===== src/core/vst_cfg.svh =====
`ifndef VST_CFG_SVH
`define VST_CFG_SVH

// Register byte addresses on the AXI4-Lite slave.
`define VST_ADDR_CTRL 5'h00
`define VST_ADDR_STATUS 5'h04
`define VST_ADDR_INT_STAT 5'h08
`define VST_ADDR_INT_EN 5'h0c
`define VST_ADDR_INT_CLR 5'h10

// Control register field positions.
`define VST_CTRL_CAPSEL 0
`define VST_CTRL_RATE 1
`define VST_CTRL_BAND_LO 2
`define VST_CTRL_BAND_HI 3
`define VST_CTRL_SELFTEST 4
`define VST_CTRL_PAINIT 5
`define VST_CTRL_DRV_LO 6
`define VST_CTRL_DRV_HI 7

// Control reset value: drivers off, self-test off, init latch high.
`define VST_CTRL_RESET 8'h20

// Interrupt status layout.
`define VST_INT_W 3
`define VST_INT_PHASE_ERR 0
`define VST_INT_PATTERN_WRAP 1
`define VST_INT_CFG_INVALID 2

// Fixed characters and pattern generator constants.
`define VST_ERR_CHAR 10'h278
`define VST_LFSR_SEED 9'h1ff
`define VST_LFSR_TAP 4

// Reference multiplication factors.
`define VST_MULT_FULL 5'h0a
`define VST_MULT_HALF 5'h14

// AXI response codes.
`define VST_RESP_OKAY 2'h0
`define VST_RESP_SLVERR 2'h2

`endif


===== src/core/vst_pkg.sv =====
package vst_pkg;

  // Serial rate band chosen by the three-level speed select.
  typedef enum logic [1:0] {
    VST_BAND_LOW = 2'h0,
    VST_BAND_MID = 2'h1,
    VST_BAND_HIGH = 2'h2,
    VST_BAND_RSVD = 2'h3
  } vst_band_t;

  // Source of the character loaded into the shifter.
  typedef enum logic [3:0] {
    VST_SRC_DIRECT = 4'b0001,
    VST_SRC_BUFFER = 4'b0010,
    VST_SRC_PATTERN = 4'b0100,
    VST_SRC_ERROR = 4'b1000
  } vst_src_t;

endpackage


===== src/core/vst_tx_path.sv =====
// Function
// [RULE1] Capture select picks host or reference clock.
// [RULE2] Buffer used unless full-rate reference capture.
// [RULE3] Host clock drift stays within half period.
// [RULE4] Buffer slip raises error until reinitialised.
// [RULE5] Writing init latch zero recentres buffer.
// [RULE6] Error active sends fixed error character.
// [RULE7] Self-test runs 511-character LFSR pattern.
// [RULE8] Reset turns pattern generator off.
// [RULE9] Self-test ignores parallel data inputs.
// [RULE10] Bit rate is reference times 10/20.
// [RULE11] Character clock driven out on pin.
// [RULE12] Speed band selects rate; one combination reserved.
// [RULE13] Reference frequency within band limits.
// [RULE14] Two drivers enabled independently, off powers down.
// [RULE15] Both drivers off powers down transmitter.
// [RULE16] Reset disables all serial drivers.
// [RULE17] Re-enable needs buffer init, settle time.
// [RULE18] Shifter loads per character, sends LSB first.
`timescale 1ns/100ps
`include "vst_cfg.svh"

module vst_tx_path
  import vst_pkg::*;
#(
  parameter int PAB_DEPTH = 4
) (
  // Clock and synchronous active-low reset.
  input wire logic aclk,
  input wire logic aresetn,
  // AXI4-Lite write address channel.
  input wire logic [4:0] awaddr,
  input wire logic awvalid,
  output logic awready,
  // AXI4-Lite write data channel.
  input wire logic [31:0] wdata,
  input wire logic [3:0] wstrb,
  input wire logic wvalid,
  output logic wready,
  // AXI4-Lite write response channel.
  output logic [1:0] bresp,
  output logic bvalid,
  input wire logic bready,
  // AXI4-Lite read address channel.
  input wire logic [4:0] araddr,
  input wire logic arvalid,
  output logic arready,
  // AXI4-Lite read data channel.
  output logic [31:0] rdata,
  output logic [1:0] rresp,
  output logic rvalid,
  input wire logic rready,
  // Parallel host side, all asynchronous to aclk.
  input wire logic [9:0] tx_char_in,
  input wire logic host_tx_clock,
  input wire logic tx_reference_clock,
  // Serial and status outputs.
  output logic tx_serial_out1,
  output logic tx_serial_out2,
  output logic tx_char_clock_out,
  output logic tx_phase_error,
  output logic [9:0] tx_char_word,
  output logic [4:0] tx_bit_mult,
  output logic tx_logic_on,
  output logic irq
);

  localparam int PTR_W = (PAB_DEPTH > 2) ? $clog2(PAB_DEPTH) : 1;
  localparam logic [PTR_W:0] OCC_FULL = (PTR_W + 1)'(PAB_DEPTH);
  localparam logic [PTR_W:0] OCC_HALF = (PTR_W + 1)'(PAB_DEPTH / 2);
  localparam logic [PTR_W-1:0] PTR_HALF = PTR_W'(PAB_DEPTH / 2);
  localparam logic [PTR_W-1:0] PTR_ONE = PTR_W'(1);

  //////////////////////////////////////////////////////////////////////////////
  // Input synchronisation and edge detection.

  logic host_clk_s; // Synchronised host transmit clock.
  logic ref_clk_s; // Synchronised reference clock.
  logic [9:0] char_s; // Synchronised parallel character, same latency as clocks.
  logic host_clk_d_reg; // Previous host clock level for edge finding.
  logic ref_clk_d_reg; // Previous reference clock level for edge finding.

  // Data and clocks pass matched two-stage paths so edges and data stay aligned.
  vst_sync #(.W(12)) u_sync (
    .aclk(aclk),
    .aresetn(aresetn),
    .d({host_tx_clock, tx_reference_clock, tx_char_in}),
    .q({host_clk_s, ref_clk_s, char_s})
  );

  // Edge detectors look only at the second synchroniser stage.
  always_ff @(posedge aclk) begin
    if (!aresetn) begin
      host_clk_d_reg <= 1'b0;
      ref_clk_d_reg <= 1'b0;
    end else begin
      host_clk_d_reg <= host_clk_s;
      ref_clk_d_reg <= ref_clk_s;
    end
  end

  wire host_rise = host_clk_s & ~host_clk_d_reg;
  wire ref_rise = ref_clk_s & ~ref_clk_d_reg;
  wire ref_fall = ~ref_clk_s & ref_clk_d_reg;

  //////////////////////////////////////////////////////////////////////////////
  // Configuration fields.

  logic [7:0] ctrl_reg; // Configuration latches.
  logic [`VST_INT_W-1:0] int_stat_reg; // Sticky event bits.
  logic [`VST_INT_W-1:0] int_en_reg; // Interrupt enables.

  wire cap_sel = ctrl_reg[`VST_CTRL_CAPSEL];
  wire rate_sel = ctrl_reg[`VST_CTRL_RATE];
  wire selftest = ctrl_reg[`VST_CTRL_SELFTEST];
  wire [1:0] drv_en = ctrl_reg[`VST_CTRL_DRV_HI:`VST_CTRL_DRV_LO];
  vst_band_t band;
  assign band = vst_band_t'(ctrl_reg[`VST_CTRL_BAND_HI:`VST_CTRL_BAND_LO]);

  // Half-rate clocking in the low band, and the unused code, are reserved.
  wire cfg_invalid = ((band == VST_BAND_LOW) & rate_sel) | (band == VST_BAND_RSVD); // [RULE12]
  // Transmitter logic runs only while at least one driver is enabled.
  wire logic_on = |drv_en; // [RULE15]
  // The buffer is bypassed only for full-rate reference capture.
  wire buffered = ~cap_sel | rate_sel; // [RULE2]

  //////////////////////////////////////////////////////////////////////////////
  // Character timing and input register.

  // Character tick: every reference rise at full rate, both edges at half rate.
  wire char_tick = logic_on & (ref_rise | (rate_sel & ref_fall)); // [RULE10]
  // Capture edge follows the capture clock select; self-test blocks capture.
  wire ref_cap = rate_sel ? (ref_rise | ref_fall) : ref_rise;
  wire cap_strobe = logic_on & ~selftest & (cap_sel ? ref_cap : host_rise); // [RULE1] [RULE9]

  logic [9:0] in_reg; // Input register.
  logic cap_d_reg; // Capture strobe delayed to the buffer write.

  // Input register samples the synchronised bus on the selected edge.
  always_ff @(posedge aclk) begin
    if (!aresetn) begin
      in_reg <= 10'h000;
      cap_d_reg <= 1'b0;
    end else begin
      cap_d_reg <= cap_strobe;
      if (cap_strobe) begin
        in_reg <= char_s; // [RULE1]
      end
    end
  end

  //////////////////////////////////////////////////////////////////////////////
  // Phase-align buffer.

  logic [9:0] pab_mem [PAB_DEPTH]; // Buffer storage.
  logic [PTR_W-1:0] wr_ptr_reg; // Write pointer.
  logic [PTR_W-1:0] rd_ptr_reg; // Read pointer.
  logic [PTR_W:0] occ_reg; // Entries held.
  logic pab_err_reg; // Phase-align error, held until init.
  logic init_pulse; // Init latch written with zero.

  wire pab_wr = cap_d_reg & buffered & ~pab_err_reg;
  wire pab_rd = char_tick & buffered & ~selftest & ~pab_err_reg;
  // Slip is a write into a full buffer or a read from an empty one.
  wire overflow = pab_wr & ~pab_rd & (occ_reg == OCC_FULL); // [RULE4]
  wire underflow = pab_rd & ~pab_wr & (occ_reg == {(PTR_W + 1){1'b0}}); // [RULE4]
  wire pab_err_set = overflow | underflow;
  wire do_wr = pab_wr & ~overflow;
  wire do_rd = pab_rd & ~underflow;
  // Power-down leaves the buffer state meaningless, so it is recentred too.
  wire pab_flush = init_pulse | ~logic_on;

  // Pointers restart half a buffer apart, capturing the present phase.
  always_ff @(posedge aclk) begin
    if (!aresetn || pab_flush) begin
      wr_ptr_reg <= PTR_HALF; // [RULE5]
      rd_ptr_reg <= {PTR_W{1'b0}};
      occ_reg <= OCC_HALF;
    end else begin
      if (do_wr) begin
        wr_ptr_reg <= (wr_ptr_reg == PTR_W'(PAB_DEPTH - 1)) ? {PTR_W{1'b0}} : wr_ptr_reg + PTR_ONE;
      end
      if (do_rd) begin
        rd_ptr_reg <= (rd_ptr_reg == PTR_W'(PAB_DEPTH - 1)) ? {PTR_W{1'b0}} : rd_ptr_reg + PTR_ONE;
      end
      if (do_wr && !do_rd) begin
        occ_reg <= occ_reg + (PTR_W + 1)'(1);
      end else if (do_rd && !do_wr) begin
        occ_reg <= occ_reg - (PTR_W + 1)'(1);
      end
    end
  end

  // Storage has no reset; the first half-buffer read after recentring holds old or unwritten entries.
  always_ff @(posedge aclk) begin
    if (do_wr) begin
      pab_mem[wr_ptr_reg] <= in_reg;
    end
  end

  // Error sticks until the buffer is reinitialised; init takes precedence.
  always_ff @(posedge aclk) begin
    if (!aresetn || init_pulse) begin
      pab_err_reg <= 1'b0; // [RULE5]
    end else if (pab_err_set) begin
      pab_err_reg <= 1'b1; // [RULE4]
    end
  end

  //////////////////////////////////////////////////////////////////////////////
  // Pattern generator and character source.

  logic [8:0] lfsr_reg; // Nine-bit LFSR, maximal period of 511.
  wire lfsr_step = char_tick & selftest;
  wire [8:0] lfsr_next = {lfsr_reg[7:0], lfsr_reg[8] ^ lfsr_reg[`VST_LFSR_TAP]};
  wire pattern_wrap = lfsr_step & (lfsr_next == `VST_LFSR_SEED);
  wire [9:0] pattern_char = {lfsr_reg[0], lfsr_reg};

  // The generator reseeds while off so each run starts the same sequence.
  always_ff @(posedge aclk) begin
    if (!aresetn || !selftest) begin
      lfsr_reg <= `VST_LFSR_SEED;
    end else if (lfsr_step) begin
      lfsr_reg <= lfsr_next; // [RULE7]
    end
  end

  // Error character has priority, then pattern, then host data.
  vst_src_t src_sel;
  assign src_sel = pab_err_reg ? VST_SRC_ERROR : // [RULE6]
                   selftest ? VST_SRC_PATTERN : // [RULE9]
                   buffered ? VST_SRC_BUFFER : VST_SRC_DIRECT; // [RULE2]
  wire [9:0] next_char = (src_sel == VST_SRC_ERROR) ? `VST_ERR_CHAR :
                         (src_sel == VST_SRC_PATTERN) ? pattern_char :
                         (src_sel == VST_SRC_BUFFER) ? pab_mem[rd_ptr_reg] : char_s;

  //////////////////////////////////////////////////////////////////////////////
  // Transmit shifter and serial drivers.

  logic [9:0] shift_reg; // Serial shifter, LSB leaves first.
  logic [9:0] char_word_reg; // Last character loaded.
  logic out1_reg; // Primary driver output.
  logic out2_reg; // Secondary driver output.
  logic char_clk_reg; // Character clock pulse.
  logic [4:0] mult_reg; // Current multiplication factor.
  logic logic_on_reg; // Transmitter powered.

  // One bit leaves per aclk; a new tick reloads even if bits remain, which
  // is a limit of modelling the bit clock inside a slower system clock.
  always_ff @(posedge aclk) begin
    if (!aresetn || !logic_on) begin
      shift_reg <= 10'h000; // [RULE15]
      char_word_reg <= 10'h000;
    end else if (char_tick) begin
      shift_reg <= next_char; // [RULE18]
      char_word_reg <= next_char;
    end else begin
      shift_reg <= {1'b0, shift_reg[9:1]}; // [RULE18]
    end
  end

  // Drivers gate the serial bit; reset leaves both off through the control reset.
  always_ff @(posedge aclk) begin
    if (!aresetn) begin
      out1_reg <= 1'b0; // [RULE16]
      out2_reg <= 1'b0; // [RULE16]
      char_clk_reg <= 1'b0;
      mult_reg <= `VST_MULT_FULL;
      logic_on_reg <= 1'b0;
    end else begin
      out1_reg <= drv_en[0] & shift_reg[0]; // [RULE14]
      out2_reg <= drv_en[1] & shift_reg[0]; // [RULE14]
      char_clk_reg <= char_tick; // [RULE11]
      mult_reg <= rate_sel ? `VST_MULT_HALF : `VST_MULT_FULL; // [RULE10]
      logic_on_reg <= logic_on; // [RULE15]
    end
  end

  //////////////////////////////////////////////////////////////////////////////
  // AXI4-Lite slave.

  logic awready_reg; // Low once an address is held.
  logic wready_reg; // Low once data is held.
  logic bvalid_reg; // Write response pending.
  logic [1:0] bresp_reg; // Write response code.
  logic [4:0] aw_addr_reg; // Held write address.
  logic [31:0] wdata_reg; // Held write data.
  logic wstrb0_reg; // Held lane 0 strobe; every field lives in lane 0.
  logic arready_reg; // Low while a read answer waits.
  logic rvalid_reg; // Read data valid.
  logic [31:0] rdata_reg; // Read data.
  logic [1:0] rresp_reg; // Read response code.

  // The write runs once both halves are held and no response is pending.
  wire wr_go = ~awready_reg & ~wready_reg & ~bvalid_reg;
  wire wr_hit_ctrl = aw_addr_reg == `VST_ADDR_CTRL;
  wire wr_hit_en = aw_addr_reg == `VST_ADDR_INT_EN;
  wire wr_hit_clr = aw_addr_reg == `VST_ADDR_INT_CLR;
  wire wr_hit_ro = (aw_addr_reg == `VST_ADDR_STATUS) | (aw_addr_reg == `VST_ADDR_INT_STAT);
  wire wr_mapped = wr_hit_ctrl | wr_hit_en | wr_hit_clr | wr_hit_ro;
  wire wr_ctrl = wr_go & wr_hit_ctrl & wstrb0_reg;
  wire wr_en = wr_go & wr_hit_en & wstrb0_reg;
  wire wr_clr = wr_go & wr_hit_clr & wstrb0_reg;
  assign init_pulse = wr_ctrl & ~wdata_reg[`VST_CTRL_PAINIT]; // [RULE5]

  // Read decode and the status word, which shows the block's own state.
  wire [31:0] status_word = {24'h000000, rate_sel, 4'(occ_reg), cfg_invalid, logic_on_reg, pab_err_reg};
  wire rd_hit_ctrl = araddr == `VST_ADDR_CTRL;
  wire rd_hit_stat = araddr == `VST_ADDR_STATUS;
  wire rd_hit_int = araddr == `VST_ADDR_INT_STAT;
  wire rd_hit_en = araddr == `VST_ADDR_INT_EN;
  wire rd_hit_clr = araddr == `VST_ADDR_INT_CLR;
  wire rd_mapped = rd_hit_ctrl | rd_hit_stat | rd_hit_int | rd_hit_en | rd_hit_clr;
  wire [31:0] rd_word = rd_hit_ctrl ? {24'h000000, ctrl_reg} :
                        rd_hit_stat ? status_word :
                        rd_hit_int ? {29'h00000000, int_stat_reg} :
                        rd_hit_en ? {29'h00000000, int_en_reg} : 32'h00000000;

  // Write channels: each ready drops on its own handshake, back up after B.
  always_ff @(posedge aclk) begin
    if (!aresetn) begin
      awready_reg <= 1'b1;
      wready_reg <= 1'b1;
      bvalid_reg <= 1'b0;
      bresp_reg <= `VST_RESP_OKAY;
      aw_addr_reg <= 5'h00;
      wdata_reg <= 32'h00000000;
      wstrb0_reg <= 1'b0;
    end else begin
      if (awvalid && awready_reg) begin
        awready_reg <= 1'b0;
        aw_addr_reg <= awaddr;
      end
      if (wvalid && wready_reg) begin
        wready_reg <= 1'b0;
        wdata_reg <= wdata;
        wstrb0_reg <= wstrb[0];
      end
      if (wr_go) begin
        bvalid_reg <= 1'b1;
        bresp_reg <= wr_mapped ? `VST_RESP_OKAY : `VST_RESP_SLVERR;
      end else if (bvalid_reg && bready) begin
        bvalid_reg <= 1'b0;
        awready_reg <= 1'b1;
        wready_reg <= 1'b1;
      end
    end
  end

  // Read channel answers in the cycle after the address is taken.
  always_ff @(posedge aclk) begin
    if (!aresetn) begin
      arready_reg <= 1'b1;
      rvalid_reg <= 1'b0;
      rdata_reg <= 32'h00000000;
      rresp_reg <= `VST_RESP_OKAY;
    end else if (arvalid && arready_reg) begin
      arready_reg <= 1'b0;
      rvalid_reg <= 1'b1;
      rdata_reg <= rd_word;
      rresp_reg <= rd_mapped ? `VST_RESP_OKAY : `VST_RESP_SLVERR;
    end else if (rvalid_reg && rready) begin
      rvalid_reg <= 1'b0;
      arready_reg <= 1'b1;
    end
  end

  // Control latches; reset turns off self-test and both drivers.
  always_ff @(posedge aclk) begin
    if (!aresetn) begin
      ctrl_reg <= `VST_CTRL_RESET; // [RULE8] [RULE16]
      int_en_reg <= {`VST_INT_W{1'b0}};
    end else begin
      if (wr_ctrl) begin
        ctrl_reg <= wdata_reg[7:0]; // [RULE14]
      end
      if (wr_en) begin
        int_en_reg <= wdata_reg[`VST_INT_W-1:0];
      end
    end
  end

  //////////////////////////////////////////////////////////////////////////////
  // Interrupts.

  logic cfg_invalid_d_reg; // Previous invalid-configuration level.
  wire [`VST_INT_W-1:0] int_events = {cfg_invalid & ~cfg_invalid_d_reg, pattern_wrap, pab_err_set & ~pab_err_reg};
  wire [`VST_INT_W-1:0] int_clear = wr_clr ? wdata_reg[`VST_INT_W-1:0] : {`VST_INT_W{1'b0}};
  logic irq_reg; // Interrupt output.

  // A new event in the clearing cycle survives: set wins over clear.
  always_ff @(posedge aclk) begin
    if (!aresetn) begin
      int_stat_reg <= {`VST_INT_W{1'b0}};
      cfg_invalid_d_reg <= 1'b0;
      irq_reg <= 1'b0;
    end else begin
      int_stat_reg <= int_events | (int_stat_reg & ~int_clear);
      cfg_invalid_d_reg <= cfg_invalid;
      irq_reg <= |(int_stat_reg & int_en_reg);
    end
  end

  //////////////////////////////////////////////////////////////////////////////
  // Output connections, all from flip-flops.

  assign awready = awready_reg;
  assign wready = wready_reg;
  assign bvalid = bvalid_reg;
  assign bresp = bresp_reg;
  assign arready = arready_reg;
  assign rvalid = rvalid_reg;
  assign rdata = rdata_reg;
  assign rresp = rresp_reg;
  assign tx_serial_out1 = out1_reg;
  assign tx_serial_out2 = out2_reg;
  assign tx_char_clock_out = char_clk_reg;
  assign tx_phase_error = pab_err_reg; // [RULE4]
  assign tx_char_word = char_word_reg;
  assign tx_bit_mult = mult_reg;
  assign tx_logic_on = logic_on_reg;
  assign irq = irq_reg;

endmodule // vst_tx_path


===== src/core/vst_sync.sv =====
`timescale 1ns/100ps

// Two-stage synchroniser for signals arriving from outside the aclk domain.
module vst_sync #(
  parameter int W = 1
) (
  // Clock and synchronous reset.
  input wire logic aclk,
  input wire logic aresetn,
  // Asynchronous input and its synchronised copy.
  input wire logic [W-1:0] d,
  output logic [W-1:0] q
);

  logic [W-1:0] meta_reg; // First stage, read only by the second stage.
  logic [W-1:0] sync_reg; // Second stage, safe for logic to use.

  // Both stages run every edge; reset clears them to a known level.
  always_ff @(posedge aclk) begin
    if (!aresetn) begin
      meta_reg <= '0;
      sync_reg <= '0;
    end else begin
      meta_reg <= d;
      sync_reg <= meta_reg;
    end
  end

  assign q = sync_reg;

endmodule // vst_sync


===== config.mk =====
export PLATFORM = sky130hd
export DESIGN_NAME = vst_tx_path
export DESIGN_NICKNAME = d
export VERILOG_FILES = /design/src/core/vst_pkg.sv /design/src/core/vst_tx_path.sv /design/src/core/vst_sync.sv
export VERILOG_INCLUDE_DIRS = /design/src /design/src/core
export SDC_FILE = /design/constraint.sdc
export NUM_CORES = 1
export LEC_CHECK = 0
export BUFFER_PORTS_ARGS = -buffer_cell sky130_fd_sc_hd__buf_2
export CAP_MARGIN = 25
export CORE_MARGIN = 2
export CORE_UTILIZATION = 59
export CTS_CLUSTER_SIZE = 10
export DETAILED_ROUTE_END_ITERATION = 10
export GPL_TIMING_DRIVEN = 0
export PLACE_DENSITY = 0.83
export SETUP_SLACK_MARGIN = 0.02
export SLEW_MARGIN = 20
export SYNTH_ARGS = -nofsm -noshare
export SYNTH_HDL_FRONTEND = slang
export SYNTH_HIERARCHICAL = 1
export SYNTH_SLANG_ARGS = --single-unit

===== constraint.sdc =====
create_clock -name aclk -period 6.5 [get_ports aclk]
set_clock_uncertainty 0.1 [all_clocks]
set_input_delay 0.975 -clock aclk [delete_from_list [all_inputs] [get_ports aclk]]
set_output_delay 0.975 -clock aclk [all_outputs]
set_load 0.03 [all_outputs]

-- Yosys cells after proc, flatten, opt, wreduce, memory -nomap -nowiden
Memories as Yosys holds them, arrays and structs flattened. A register that Yosys moved wholly into a read port is not among the register bits.
Cells that the tools add are included.
- multiplexer cells: 37
- $add $sub $neg: 4
- reductions and logical operators: 26
- equality and inequality tests: 16
- bitwise operators: 70
- operators with widths (cell ; count):
    1-bit bitwise AND ; 34
    10-bit 2-to-1 mux ; 3
    5-bit by 4-bit == test with 1-bit output (second input constant) ; 4
    3-bit 2-to-1 mux ; 6
    1-bit NOT ; 17
    1-bit 2-to-1 mux ; 16
    8-bit 2-to-1 mux ; 2
    2-bit 2-to-1 mux ; 7
    1-bit OR ; 14
    5-bit by 3-bit == test with 1-bit output (second input constant) ; 2
    5-bit == test (second input constant) ; 2
    5-bit zero test ; 2
    9-bit == test (second input constant) ; 1
    9-bit 2-to-1 mux ; 1
    1-bit logical AND ; 7
    3-bit bitwise AND ; 2
    2-bit == test (second input constant) ; 3
    2-bit nonzero test ; 3
    1-bit zero test ; 5
    5-bit 2-to-1 mux ; 1
    2-bit by 1-bit adder with 2-bit output (second input constant) ; 2
    4-bit by 2-bit == test with 1-bit output (second input constant) ; 1
    4-bit by 3-bit == test with 1-bit output (second input constant) ; 1
    4-bit == test (second input constant) ; 1
    12 further kinds ; 16
- register bits: 154
- output and inout bits: 62
- logic and storage cells: 189
- memories kept: 1
- input bits: 65
- memory bits (writable): 40
- memories (memory ; depth ; bits a word ; rd ports ; clocked after memory_dff ; write ports ; line ; text):
    pab_mem ; 4 ; 10 ; 1 ; 1 ; 1 ; vst_tx_path.sv:155 ; logic [9:0] pab_mem [PAB_DEPTH];

-- Logic depth before layout (Yosys ltp)
- word-level depth: 17
- depth in mapped cells: 13
- gate-level depth less buffers: 13

-- Cells and area by module
Netlist, hierarchy kept.
- modules (own cells, without submodules) (module ; cells an instance ; sequential area each (um^2) ; instances ; area an instance (um^2)):
    vst_tx_path ; 570 ; 3263.1 ; 1 ; 6017.0
    vst_sync ; 50 ; 480.5 ; 1 ; 675.6

-- Least setup slack after synthesis
OpenSTA, ideal clock, no wires.
- path kind: register to register
- from: register pab_err_reg, in the netlist tx_phase_error
- to: register occ_reg[2]
- arrival time: 2609 ps
- clock period less this slack: 2823 ps
- slack: 3677 ps
- stages on the path, launching flop included: 13
- path buffers: 2
- setup time: 115 ps
- required time: 6285 ps
- cells stage by stage: dfxtp_1 clkbuf_1 inv_1 and3_1 clkbuf_1 o311ai_2 ha_1 inv_1 fa_1 xor2_1 nor2_1 xnor2_1 nor2_1
- cells in the longest elaborated chain, start to end: 10
- elaborated cells on any way between the ends: 19
- classes of those cells: mux: 1; bitwise: 13; reduce/logical: 5
- ends and longest elaborated chain (element ; line ; text):
    start, declared ; vst_tx_path.sv:159 ; logic pab_err_reg;
    start signal, assigned ; vst_tx_path.sv:204 ; pab_err_reg <= 1'b0;
    start signal, assigned ; vst_tx_path.sv:206 ; pab_err_reg <= 1'b1;
    1-bit NOT (*) ; vst_tx_path.sv:162, vst_tx_path.sv:163 ;
    1-bit bitwise AND, on equally long branches ; vst_tx_path.sv:162, vst_tx_path.sv:163 ;
    1-bit NOT, on equally long branches ; vst_tx_path.sv:166, vst_tx_path.sv:165 ;
    1-bit bitwise AND, on equally long branches (2 in a row) ; vst_tx_path.sv:166, vst_tx_path.sv:165 ;
    1-bit NOT, on equally long branches ; vst_tx_path.sv:169, vst_tx_path.sv:168 ;
    1-bit bitwise AND, on equally long branches ; vst_tx_path.sv:169, vst_tx_path.sv:168 ;
    1-bit zero test, on equally long branches ; vst_tx_path.sv:186, vst_tx_path.sv:188 ;
    1-bit logical AND, on equally long branches ; vst_tx_path.sv:186, vst_tx_path.sv:188 ;
    3-bit 2-to-1 mux / 2-bit nonzero test (equally long branches) ; -- ;
    end signal, assigned ; vst_tx_path.sv:187 ; occ_reg <= occ_reg + (PTR_W + 1)'(1);
    end signal, assigned ; vst_tx_path.sv:189 ; occ_reg <= occ_reg - (PTR_W + 1)'(1);
    end, declared ; vst_tx_path.sv:158 ; logic [PTR_W:0] occ_reg;
Mark *: on every way between the ends. The rest lies on a longest branch, timed or not.
A chain may end at the register's enable or synchronous reset.

-- Worst setup path in the final report
Same ends and word-level chain as after synthesis.

==> results_dict.tcl <==
set metrics [dict create \
    tightest_slew_ps 722 \
    path_class "register to register" \
    cp.required_ps 6720 \
    slowest_stage "o311ai_2" \
    synth_warnings 6 \
    synth-seq-cells 167 \
    synth_edf_count 40 \
    yosysSeqAreaShare_pct 55.9 \
    critical_path.endpoint_type "register" \
    grt_start_max_net_pins 17 \
    ys.flop_type "dfxtp_1" \
    hp-class "register to register" \
    htree_levels 4 \
    maxCapViolCount 0 \
    startpoint "tx_phase_error" \
    slew_headroom_pct 51.5 \
    final_max_slew_viol_count 0 \
    start_util_pct 61.2 \
    drt_iter0_markers 434 \
    grt_pass1_wl_um 24600 \
    fp.dieArea_mm2 0.0122 \
    fmax_ghz 0.336 \
    endpoint "occ_reg[2]" \
    hpwlAfterDp_um 10500 \
    rr_worst_depth 12 \
    wl_per_cell_um 16.9 \
    largest_register_ffs 40 \
    final_hold_viol_count 0 \
    cts_tree "built" \
    r2r_setup_slack_ps 3520 \
    antenna_found_initial 0 \
    drive_gt1_share_pct 24.0 \
    holdBufCountCts 0 \
    reg2reg_to "occ_reg[2]" \
    cts.clk_slew.worst_paths_ps 60 \
    io_buffers 71 \
    crit_cells 12 \
    path_max_fanout 9 \
    totalWireLength_um 15000 \
    setup_viol 0 \
    die_x_um 111 \
    vdd.ir_drop.worst_uv 236 \
    power_density_mw_per_mm2 274 \
    coreArea_mm2 0.0109 \
    fin_crit_sh_pct 45.8 \
    antenna_cells 0 \
    grt_usage_pct 25.3 \
    postCtsResizedCells 0 \
    tns_ps 0 \
    crit_buf_inv 4 \
    via_per_inst 5.53 \
    cts_root_buf "clkbuf_16" \
    cts.path.max_buffers 2 \
    fp.dieH_um 111 \
    p_total_w 0.00217 \
    grt_setup_unrepaired "no" \
    crit-reg2reg-launch "tx_phase_error" \
    crit_family "buffers and inverters" \
    clock_latency_ps 420 \
    ys_types 55 \
    p_leak_nw 3.15 \
    num_vias 4915 \
    synthArstFlopShare_pct 0 \
    num_rows 38 \
    num_io_pins 127 \
    path_cells "clkbuf_1 -> inv_1 -> and3_1 -> clkbuf_1 -> o311ai_2 -> ha_1 -> inv_1 -> fa_1 -> xor2_1 -> nor2_1 -> xnor2_1 -> nor2_1" \
    worst_path_largest_cell_delay_ps 440 \
    cts_setup_buffers 0 \
    syn_area_mm2 0.00669 \
    cts_sinks 167 \
    arrival_ps 3190 \
    gp_congestion 0.890 \
    syn_inst 620 \
    cts_made_buffers 17 \
    num-nets-final 810 \
    drc_errors 0 \
    grt_pass1_vias 4914 \
    ant_nets 0 \
    period_minus_slack_ps 2980 \
    status "finished, final reports clean" \
    grt_overflow 0 \
    first_pass_iters 5 \
    start_kind "register" \
    syn_to_final_growth_pct 18.0 \
    syn_avg_cell_area_um2 10.8 \
]
-- Yosys cell counts, drive strengths merged (2+ instances only) --
library cell	instances	area (µm²)
and3	8	50.1
nor2	25	93.8
o221ai	2	17.5
mux2i	22	220
nand2b	7	43.8
a31oi	3	18.8
o21a	7	52.6
clkbuf	23	86.3
nor4	5	52.6
or4	2	15.0
a21oi	26	130
xor2	2	17.5
or3	2	17.5
mux4	11	248
a21boi	18	135
or2	2	12.5
nor2b	30	188
o21ai	21	105
edfxtp	40	1200
xnor2	2	17.5
dfxtp	127	2540
nand2	70	263
a22oi	4	30.0
o211ai	10	75.1
inv	14	52.6
nor3	8	45.0
buf	38	278
nand3	26	130
a2111oi	2	17.5
ha	8	100
a31o	3	26.3
mux2	4	45.0
and2	32	223
nand4	3	18.8
-- cells in the final DEF, fill, tap and decap left out, drive strengths merged, types with 4 or more instances in the layout --
| master | count |
|---|---|
| clkinv | 5 |
| clkbuf | 42 |
| nand3 | 26 |
| mux4 | 11 |
| mux2 | 4 |
| a21oi | 26 |
| inv | 21 |
| nor2b | 30 |
| o21ai | 21 |
| nand2 | 70 |
| ha | 8 |
| and3 | 8 |
| nor3 | 8 |
| o211ai | 10 |
| mux2i | 22 |
| a21boi | 18 |
| a22oi | 4 |
| nand2b | 7 |
| edfxtp | 40 |
| dfxtp | 127 |
| and2 | 32 |
| nor2 | 25 |
| o21a | 7 |
| buf | 109 |
| nor4 | 5 |
| conb | 27 |
-- per-layer routing --
metal / GRT usage, % / wire [µm] / share of wire (%) / up-vias
met5: 0 / 0 / 0 / -
met4: 8.58 / 391 / 2.6 / 0
met3: 7.08 / 1170 / 7.8 / 41
met2: 41.7 / 7280 / 49 / 213
met1: 32.4 / 6140 / 41 / 2327
li1: - / - / - / 2334
-- power breakdown --
| part | internal, W | switching, W | total, W | leakage (nW) |
|---|---|---|---|---|
| Clock | 0.000563 | 0.000413 | 0.000977 | 0.290 |
| Combinational | 0.0000426 | 0.0000637 | 0.000106 | 1.46 |
| Sequential | 0.00107 | 0.0000106 | 0.00108 | 1.40 |
-- how the worst min path moves through the flow --
stage	start	to	slack (ps)	depth (start not counted)
floorplan	u_sync/meta_reg[0]	u_sync/q[0]	310	1
global placement	u_sync/meta_reg[9]	u_sync/q[9]	320	1
detailed placement	u_sync/meta_reg[1]	u_sync/q[1]	320	1
CTS	u_sync/meta_reg[1]	u_sync/q[1]	340	1
global route	shift_reg[8]	shift_reg[7]	360	2
finish	u_sync/meta_reg[1]	u_sync/q[1]	340	1
-- kinds of logic (layout without fill, tap and decap cells) --
group	Yosys count	after routing	synth area share [%]
XOR/XNOR	4	4	0.524
buffers and inverters	75	178	6.23
AND/OR/NAND/NOR	225	225	17.8
AO/OA/AOI/OAI	102	102	9.96
flip-flops	167	167	55.9
multiplexers	37	37	7.66
other	1	27	0.0560
adder cells (fa/ha/maj)	9	9	1.79
-- stage by stage --
| stage | std cells | setup slack [ps] | utilization, % | area (µm²) | hold slack (ps) |
|---|---|---|---|---|---|
| 6_report | 889 | 3520 | 72.2 | 7900 | 337 |
| 5_1_grt | 889 | 3330 | 72.2 | 7900 | 359 |
| 4_1_cts | 889 | 3530 | 72.2 | 7900 | 338 |
| 3_3_place_gp | 857 | 3670 | 66.9 | 7320 | 315 |
| 2_1_floorplan | 646 | 3680 | - | 6790 | 312 |
| 3_5_place_dp | 857 | 3560 | 66.9 | 7320 | 323 |
-- final cells by class --
class / count / area [µm²]
Buffer: 61 / 364
Clock buffer: 19 / 464
Clock inverter: 13 / 114
Fill cell: 760 / 3040
Inverter: 14 / 52.6
Multi-Input combinational cell: 404 / 2630
Sequential cell: 167 / 3740
Tap cell: 140 / 175
Timing Repair Buffer: 71 / 355
Note: power is estimated with default switching activity, not from simulation.
